<file path="src/hdl/dual_counter_consts.vh">
// Constants of the dual counter block: register map, control fields, reset values.
// Assumes inclusion by bare name from the counter block and pulse-width meter design files.
`ifndef DUAL_COUNTER_CONSTS_VH
`define DUAL_COUNTER_CONSTS_VH

`define CNT_W          32
`define ADDR_W         8

// Register byte addresses
`define ADR_CTRL       8'h00
`define ADR_CMD        8'h04
`define ADR_COUNT      8'h08
`define ADR_LATCH      8'h0C
`define ADR_HIGH       8'h10
`define ADR_LOW        8'h14
`define ADR_PERIOD     8'h18
`define ADR_STATUS     8'h1C

// Control register fields
`define CTRL_W         6
`define CTRL_RST       6'h00
`define CTRL_UD_EN     0
`define CTRL_QUAD      1
`define CTRL_ZERO_EN   2
`define CTRL_SNAP_EN   3
`define CTRL_REF_ONLY  4
`define CTRL_PW_EN     5

// Command register fields, write-only pulses
`define CMD_SNAP       0
`define CMD_ZERO       1

// Status register fields
`define STAT_LATCH_NEW 0
`define STAT_PW_VALID  1

`define ZERO32         32'h0000_0000
`define ONE32          32'h0000_0001

`endif

</file>
<file path="src/hdl/dual_counter_block.v">
// Dual counter block: up/down or quadrature counter with reference clear/latch,
// and a pulse-width meter, reached over a plain register port.
// Assumes all pins are driven by external logic and may be asynchronous;
// each pin is synchronised inside before use.
// Read data stand for one cycle after the read strobe and read as zero otherwise.
//
// Design decisions made here: the register offsets and the plain strobed port.
`timescale 1ns/10ps
`include "dual_counter_consts.vh"
module dual_counter_block #(
  parameter W = `CNT_W
) (
  input  wire               clk,
  input  wire               reset_n,
  input  wire [`ADDR_W-1:0] addr,
  input  wire [31:0]        wr_data,
  input  wire               wr_stb,
  input  wire               rd_stb,
  output reg  [31:0]        rd_data_ff,
  input  wire               count_pulse_in,
  input  wire               direction_in,
  input  wire               phase_a_in,
  input  wire               phase_b_in,
  input  wire               ref_capture_in,
  input  wire               pulse_in,
  output reg  [W-1:0]       count_out_ff
);

  ////////////////////////////////////////////////////////////////////////
  // Input synchronisers

  wire cp_level;
  wire cp_prev;
  wire cp_rise;
  wire cp_fall;
  wire dir_level;
  wire a_level;
  wire a_prev;
  wire b_level;
  wire b_prev;
  wire ref_level;
  wire ref_rise;
  wire pw_level;
  wire pw_rise;

  edge_sync u_sync_cp (
    .clk     (clk),
    .reset_n (reset_n),
    .din     (count_pulse_in),
    .level   (cp_level),
    .prev    (cp_prev),
    .rise    (cp_rise),
    .fall    (cp_fall)
  );

  edge_sync u_sync_dir (
    .clk     (clk),
    .reset_n (reset_n),
    .din     (direction_in),
    .level   (dir_level),
    .prev    (),
    .rise    (),
    .fall    ()
  );

  edge_sync u_sync_a (
    .clk     (clk),
    .reset_n (reset_n),
    .din     (phase_a_in),
    .level   (a_level),
    .prev    (a_prev),
    .rise    (),
    .fall    ()
  );

  edge_sync u_sync_b (
    .clk     (clk),
    .reset_n (reset_n),
    .din     (phase_b_in),
    .level   (b_level),
    .prev    (b_prev),
    .rise    (),
    .fall    ()
  );

  edge_sync u_sync_ref (
    .clk     (clk),
    .reset_n (reset_n),
    .din     (ref_capture_in),
    .level   (ref_level),
    .prev    (),
    .rise    (ref_rise),
    .fall    ()
  );

  edge_sync u_sync_pw (
    .clk     (clk),
    .reset_n (reset_n),
    .din     (pulse_in),
    .level   (pw_level),
    .prev    (),
    .rise    (pw_rise),
    .fall    ()
  );

  ////////////////////////////////////////////////////////////////////////
  // Control registers and command decode

  reg  [`CTRL_W-1:0] ctrl_ff;
  reg                latch_new_ff;
  reg  [W-1:0]       latch_ff;

  wire wr_ctrl = wr_stb & (addr == `ADR_CTRL);
  wire wr_cmd  = wr_stb & (addr == `ADR_CMD);
  wire rd_latch = rd_stb & (addr == `ADR_LATCH);

  reg  [`CTRL_W-1:0] nxt_ctrl;
  reg                soft_snap;
  reg                soft_zero;

  // Command bits are one-cycle pulses and are never stored
  always @* begin
    soft_snap = 1'b0;
    soft_zero = 1'b0;
    if (wr_cmd) begin
      soft_snap = wr_data[`CMD_SNAP];
      soft_zero = wr_data[`CMD_ZERO];
    end
  end

  always @* begin
    nxt_ctrl = ctrl_ff;
    if (wr_ctrl)
      nxt_ctrl = wr_data[`CTRL_W-1:0];
  end

  always @(posedge clk) begin
    if (!reset_n) begin
      ctrl_ff <= `CTRL_RST;
    end else begin
      ctrl_ff <= nxt_ctrl;
    end
  end

  ////////////////////////////////////////////////////////////////////////
  // Mode decode

  wire ud_en       = ctrl_ff[`CTRL_UD_EN];
  wire quad_mode   = ctrl_ff[`CTRL_QUAD];
  wire ref_zero_enable     = ctrl_ff[`CTRL_ZERO_EN];
  wire ref_snapshot_enable = ctrl_ff[`CTRL_SNAP_EN];
  wire ref_only    = ctrl_ff[`CTRL_REF_ONLY];
  wire pw_en       = ctrl_ff[`CTRL_PW_EN];

  ////////////////////////////////////////////////////////////////////////
  // Step generation for both modes

  reg step;
  reg step_up;
  reg a_chg;
  reg b_chg;

  always @* begin
    step    = 1'b0;
    step_up = 1'b0;
    a_chg   = a_level ^ a_prev;
    b_chg   = b_level ^ b_prev;
    if (ud_en) begin
      if (quad_mode) begin
        // One phase changing alone is a valid step; both at once is ignored
        step    = a_chg ^ b_chg;
        step_up = a_level ^ b_prev;
      end else begin
        step    = cp_fall;
        step_up = dir_level;
      end
    end
  end

  ////////////////////////////////////////////////////////////////////////
  // Reference input actions

  reg ref_zero;
  reg ref_snap;

  always @* begin
    ref_zero = 1'b0;
    ref_snap = 1'b0;
    if (ud_en) begin
      ref_snap = ref_snapshot_enable & ref_rise;
      // Quadrature clear is a level and holds the count at zero while A and B are both high, or at any phase with ref_only
      if (quad_mode) begin
        if (ref_only)
          ref_zero = ref_zero_enable & ref_level;
        else
          ref_zero = ref_zero_enable & ref_level & a_level & b_level;
      end else begin
        ref_zero = ref_zero_enable & ref_rise;
      end
    end
  end

  ////////////////////////////////////////////////////////////////////////
  // Up/down counter and latch

  reg  [W-1:0] nxt_count;
  reg  [W-1:0] nxt_latch;
  reg          nxt_latch_new;
  wire [W-1:0] one_w    = {{(W-1){1'b0}}, 1'b1};
  wire         do_snap  = soft_snap | ref_snap;
  wire         zero_now = soft_zero | ref_zero;
  wire         step_inc = step & step_up;
  wire         step_dec = step & ~step_up;

  // A clear beats a step that falls in the same cycle
  always @* begin
    nxt_count = count_out_ff;
    if (zero_now)
      nxt_count = {W{1'b0}};
    else if (step_inc)
      nxt_count = count_out_ff + one_w;
    else if (step_dec)
      nxt_count = count_out_ff - one_w;
  end

  always @* begin
    nxt_latch     = latch_ff;
    nxt_latch_new = latch_new_ff;
    if (do_snap)
      nxt_latch = count_out_ff;
    // A new capture wins over the clear by reading
    if (do_snap)
      nxt_latch_new = 1'b1;
    else if (rd_latch)
      nxt_latch_new = 1'b0;
  end

  always @(posedge clk) begin
    if (!reset_n) begin
      count_out_ff <= {W{1'b0}};
      latch_ff     <= {W{1'b0}};
      latch_new_ff <= 1'b0;
    end else begin
      count_out_ff <= nxt_count;
      latch_ff     <= nxt_latch;
      latch_new_ff <= nxt_latch_new;
    end
  end

  ////////////////////////////////////////////////////////////////////////
  // Pulse-width meter

  wire [W-1:0] pw_high;
  wire [W-1:0] pw_low;
  wire [W-1:0] pw_period;
  wire         pw_valid;

  pulse_width_meter #(
    .W (W)
  ) u_pwm (
    .clk       (clk),
    .reset_n   (reset_n),
    .enable    (pw_en),
    .level     (pw_level),
    .rise      (pw_rise),
    .high_ff   (pw_high),
    .low_ff    (pw_low),
    .period_ff (pw_period),
    .valid_ff  (pw_valid)
  );

  ////////////////////////////////////////////////////////////////////////
  // Read path: data stand only in the cycle after the strobe

  reg [31:0] rd_mux;

  always @* begin
    rd_mux = `ZERO32;
    case (addr)
      `ADR_CTRL:   rd_mux[`CTRL_W-1:0] = ctrl_ff;
      `ADR_COUNT:  rd_mux[W-1:0] = count_out_ff;
      `ADR_LATCH:  rd_mux[W-1:0] = latch_ff;
      `ADR_HIGH:   rd_mux[W-1:0] = pw_high;
      `ADR_LOW:    rd_mux[W-1:0] = pw_low;
      `ADR_PERIOD: rd_mux[W-1:0] = pw_period;
      `ADR_STATUS: begin
        rd_mux[`STAT_LATCH_NEW] = latch_new_ff;
        rd_mux[`STAT_PW_VALID]  = pw_valid;
      end
      default:     rd_mux = 32'h0000_0000;
    endcase
  end

  reg [31:0] nxt_rd_data;

  always @* begin
    nxt_rd_data = `ZERO32;
    if (rd_stb)
      nxt_rd_data = rd_mux;
  end

  always @(posedge clk) begin
    if (!reset_n)
      rd_data_ff <= `ZERO32;
    else
      rd_data_ff <= nxt_rd_data;
  end

endmodule // dual_counter_block

</file>
<file path="src/hdl/edge_sync.v">
// Two-flop synchroniser with a third stage for edge detection.
// Assumes one clock and a synchronous active-low reset.
`timescale 1ns/10ps
module edge_sync (
  input  wire clk,
  input  wire reset_n,
  input  wire din,
  output wire level,
  output wire prev,
  output wire rise,
  output wire fall
);
  reg meta_ff;
  reg sync_ff;
  reg hist_ff;

  always @(posedge clk) begin
    if (!reset_n) begin
      meta_ff <= 1'b0;
      sync_ff <= 1'b0;
      hist_ff <= 1'b0;
    end else begin
      meta_ff <= din;
      sync_ff <= meta_ff;
      hist_ff <= sync_ff;
    end
  end

  assign level = sync_ff;
  assign prev  = hist_ff;
  assign rise  = sync_ff & ~hist_ff;
  assign fall  = ~sync_ff & hist_ff;
endmodule // edge_sync

</file>
<file path="src/hdl/pulse_width_meter.v">
// Pulse-width meter: high, low and period times in clock cycles.
// Assumes a synchronised input level with its rising edge pulse.
`timescale 1ns/10ps
`include "dual_counter_consts.vh"
module pulse_width_meter #(
  parameter W = `CNT_W
) (
  input  wire         clk,
  input  wire         reset_n,
  input  wire         enable,
  input  wire         level,
  input  wire         rise,
  output reg  [W-1:0] high_ff,
  output reg  [W-1:0] low_ff,
  output reg  [W-1:0] period_ff,
  output reg          valid_ff
);
  reg  [W-1:0] hcnt_ff;
  reg  [W-1:0] lcnt_ff;
  reg          armed_ff;
  wire [W-1:0] all_ones = {W{1'b1}};

  always @(posedge clk) begin
    if (!reset_n || !enable) begin
      hcnt_ff   <= {W{1'b0}};
      lcnt_ff   <= {W{1'b0}};
      armed_ff  <= 1'b0;
      high_ff   <= {W{1'b0}};
      low_ff    <= {W{1'b0}};
      period_ff <= {W{1'b0}};
      valid_ff  <= 1'b0;
    end else if (rise) begin
      // Each rising edge but the first after enable closes one full period
      if (armed_ff) begin
        high_ff   <= hcnt_ff;
        low_ff    <= lcnt_ff;
        period_ff <= hcnt_ff + lcnt_ff;
        valid_ff  <= 1'b1;
      end
      armed_ff <= 1'b1;
      hcnt_ff  <= {{(W-1){1'b0}}, 1'b1};
      lcnt_ff  <= {W{1'b0}};
    end else if (level) begin
      if (hcnt_ff != all_ones)
        hcnt_ff <= hcnt_ff + {{(W-1){1'b0}}, 1'b1};
    end else begin
      if (lcnt_ff != all_ones)
        lcnt_ff <= lcnt_ff + {{(W-1){1'b0}}, 1'b1};
    end
  end
endmodule // pulse_width_meter

</file>
<file path="config.mk">
export PLATFORM = sky130hd
export DESIGN_NAME = dual_counter_block
export DESIGN_NICKNAME = d
export VERILOG_FILES = /design/src/hdl/dual_counter_block.v /design/src/hdl/edge_sync.v /design/src/hdl/pulse_width_meter.v
export VERILOG_INCLUDE_DIRS = /design/src /design/src/hdl
export SDC_FILE = /design/constraint.sdc
export NUM_CORES = 1
export LEC_CHECK = 0
export BUFFER_PORTS_ARGS = -buffer_cell sky130_fd_sc_hd__buf_2
export CAP_MARGIN = 20
export CORE_UTILIZATION = 37
export CTS_CLUSTER_DIAMETER = 60
export DETAILED_ROUTE_END_ITERATION = 10
export PLACE_DENSITY_LB_ADDON = 0.1
export SYNTH_ARGS = -nofsm -noshare
export SYNTH_HDL_FRONTEND = slang
export SYNTH_SLANG_ARGS = --single-unit
</file>
<file path="constraint.sdc">
create_clock -name clk -period 4.3 [get_ports clk]
set_clock_uncertainty 0.15 [all_clocks]
set_input_delay 1.29 -clock clk [delete_from_list [all_inputs] [get_ports clk]]
set_output_delay 1.29 -clock clk [all_outputs]
set_load 0.01 [all_outputs]
</file>
==> flow_metrics.tcl <==
set metrics [dict create \
    status "finished clean" \
    ys_types 79 \
    routedWlPerCell_um 17.6 \
    critPathMaxStageDelay_ps 380 \
    core_area_sq_mm 0.0386 \
    ys_seq_area_frac 0.390 \
    irDropWorstVdd_v 0.000184 \
    netSwitchingFraction 0.215 \
    die_w_um 200 \
    drv_slew 0 \
    synth_edf_count 0 \
    drt_wl_total_mm 42.6 \
    p_seq_frac 0.458 \
    rsz0062_at_grt "no" \
    detailed_place.area_sq_mm 0.0155 \
    synth_area_leaders "dfxtp_1, nand2_1, a21oi_1, ha_1, nor2_1" \
    leakage_nw 6.33 \
    cts_sinks 282 \
    async_reset_ff_frac 0 \
    clock_latency_ps 520 \
    drv_cap 0 \
    hold_buffers 0 \
    timing.fmax_ghz 0.253 \
    grt_pass1_wl_mm 66.9 \
    utilization 0.433 \
    cts-root-buf "clkbuf_16" \
    netlist_area_sq_mm 0.0145 \
    cp.arrival_ps 4200 \
    r2r_cells 15 \
    worstPathCellList "xnor2_1, xnor2_1, a22o_1, nand2_1, or2_4, ha_1, o21ai_0, o21ai_1, nand4_1, a21boi_2, a41oi_2, o21ai_2, nand3_1, o2111a_1, a221o_1" \
    fin_nets 2006 \
    layout-area-overhead-vs-synth_pct 15.6 \
    clk_path_buf_depth 3 \
    cp-startpoint "u_sync_a.level" \
    yosysTopAreaCell "dfxtp_1" \
    cts.repair.resized 0 \
    initial_utilization 0.374 \
    startpoint_type "register" \
    syn_nets 1935 \
    fin_tns_setup_ps 0 \
    timing.final.crit_share 0.919 \
    hp-class "reg2reg" \
    cts_tree "done" \
    synth-seq-cells 282 \
    vias 12900 \
    fp.dieH_um 200 \
    htree_levels 2 \
    crit_end "count_out_ff[26]" \
    yosys.area.top_type_share 0.390 \
    cts_made_buffers 37 \
    cp_max_fo 19 \
    gp_congestion 0.909 \
    syn_avg_cell_area_sq_um 7.96 \
    dr.first_iter.drc_count 932 \
    r2r_start "u_sync_a.level" \
    r2r_setup_slack_ps 350 \
    p_clk_frac 0.525 \
    grt_max_degree 64 \
    r2r-end "count_out_ff[26]" \
    synthCells 1818 \
    fill_cells 3879 \
    switching_power_mw 1.23 \
    firstDrtPassIters 5 \
    fin_crit_ps 3950 \
    slowest_stage "ha_1" \
    ys.warnings.count 0 \
    setup_viol 0 \
    die-area_sq_mm 0.0399 \
    synth_ff_type "dfxtp_1" \
    maxSlewHeadroom 0.392 \
    vias_per_cell 5.30 \
    grt_usage 0.215 \
    p_int_mw 4.50 \
    ioPinCount 114 \
    n_antenna_cell 0 \
    grt-ovfl-total 0 \
    post_cts_buffers 0 \
    drt_drc_violations_left 0 \
    design_area_sq_mm 0.0167 \
    path_clk_slew_ps 50 \
    worstSetupPathType "reg2reg" \
    port_buffers 87 \
    worst_slew_pin_slew_ps 913 \
    dp_hpwl_mm 30.6 \
    layout_common_cells "nand2_1, dfxtp_1, nor2_1, a21oi_1, buf_2" \
    critPathCaptureType "register" \
    power_density_mw_per_mm2 342 \
    combPwrFrac 0.017 \
    cpMostUsedCell "xnor2_1" \
    hold_violations 0 \
    rows 72 \
    crit_required_ps 4550 \
    grt_pass1_vias 12100 \
    antenna_found_initial 2 \
    ant_nets 0 \
    final_common_cell "nand2_1" \
    whs_ps 286 \
    drive_above_1_share 0.119 \
]
[power groups by stage]
| stage | clock network (mW) | registers (mW) | logic (mW) |
|---|---|---|---|
| floorplan | 0 | 2.68 | 0.0541 |
| global placement | 0 | 2.68 | 0.0971 |
| detailed placement | 0 | 2.68 | 0.0974 |
| CTS | 3.10 | 2.62 | 0.0977 |
| global route | 3.20 | 2.62 | 0.103 |
| finish | 3.01 | 2.62 | 0.0965 |
[state kept, by name, summed over array words and instances, names as in the netlist, 6 cells and up]
signal / flops
count_out_ff: 32
latch_ff: 32
rd_data_ff: 32
u_pwm.hcnt_ff: 32
u_pwm.high_ff: 32
u_pwm.lcnt_ff: 32
u_pwm.low_ff: 32
u_pwm.period_ff: 32
ctrl_ff: 6
[cell type report]
type                       count  area, sq um  area share
clock buffer                  49         1060      0.0634
clock inverter                12          124     0.00740
inverter                      23         86.3     0.00516
multi-input combinational   1415         8390       0.502
sequential                   282         5650       0.337
tap                          518          648      0.0387
timing repair buffer         130          771      0.0461
[how the worst min path moves through the flow]
stage	start	end	slack, ps	depth (start not counted)
after floorplan	u_sync_a.meta_ff	u_sync_a.level	260	1
after detailed placement	u_sync_a.meta_ff	u_sync_a.level	280	1
after CTS	u_sync_a.meta_ff	u_sync_a.level	290	1
final	u_sync_dir.meta_ff	u_sync_dir.level	290	1
after global routing	u_sync_a.meta_ff	u_sync_a.level	300	1
after global placement	u_sync_a.meta_ff	u_sync_a.level	270	1
[metrics by stage]
step | std cells | power (mW) | setup WS (ps)
2_1_floorplan | 1818 | 2.73 | 176
5_1_grt | 2429 | 5.92 | 32.1
4_1_cts | 2429 | 5.82 | 134
6_report | 2429 | 5.73 | 346
3_3_place_gp | 2368 | 2.78 | 202
3_5_place_dp | 2368 | 2.78 | 139
[layer usage]
layer / share of wire / vias up / global-route usage
met1: 0.48 / 6024 / 0.298
met4: 0.019 / 4 / 0.0543
li1: - / 6513 / -
met3: 0.053 / 62 / 0.0331
met5: 0.00063 / - / 0
met2: 0.45 / 278 / 0.346
[cell families (layout without fill, tap and decap cells)]
family,Yosys count,count (layout),synth area share
flops,282,282,0.390
simple gates,759,759,0.236
xor+xnor,93,93,0.0563
mux,38,38,0.0265
fa+ha+maj,67,67,0.0590
buf+inv,121,214,0.0316
compound gates,458,458,0.200
[critical path, delay by kind of cell, from the launching register on]
family | cells | cell delay (ps)
and+or+nand+nor | 4 | 750
adders and majority gates | 1 | 380
DFF | 1 | 320
xor gates and xnor gates | 2 | 370
AOI/OAI and AO/OA | 8 | 1840
[Yosys cell counts (4+ instances only)]
master    count
o21a_1        5
nand2_1     336
nand3_1      62
buf_1         6
nor3_1       19
a21o_1       38
a21oi_1     192
a22o_1        4
inv_1        23
a222oi_1      9
and4_1       11
xor2_1       50
or2_2         5
nand2b_1      5
or3_1        20
o21ai_1       9
a211oi_1     12
mux2i_1      36
o21bai_1      7
a31oi_1      11
and2_1       28
a22oi_1       6
clkbuf_1     90
nand4_1      27
nor2_1      199
xnor2_1      43
and3_1       13
o211ai_1      8
a221oi_1     21
dfxtp_1     282
ha_1         65
nor2b_1       7
o21ai_0      63
o31a_1        4
a21boi_0     39
No activity file was read; power rests on OpenSTA's default activity.
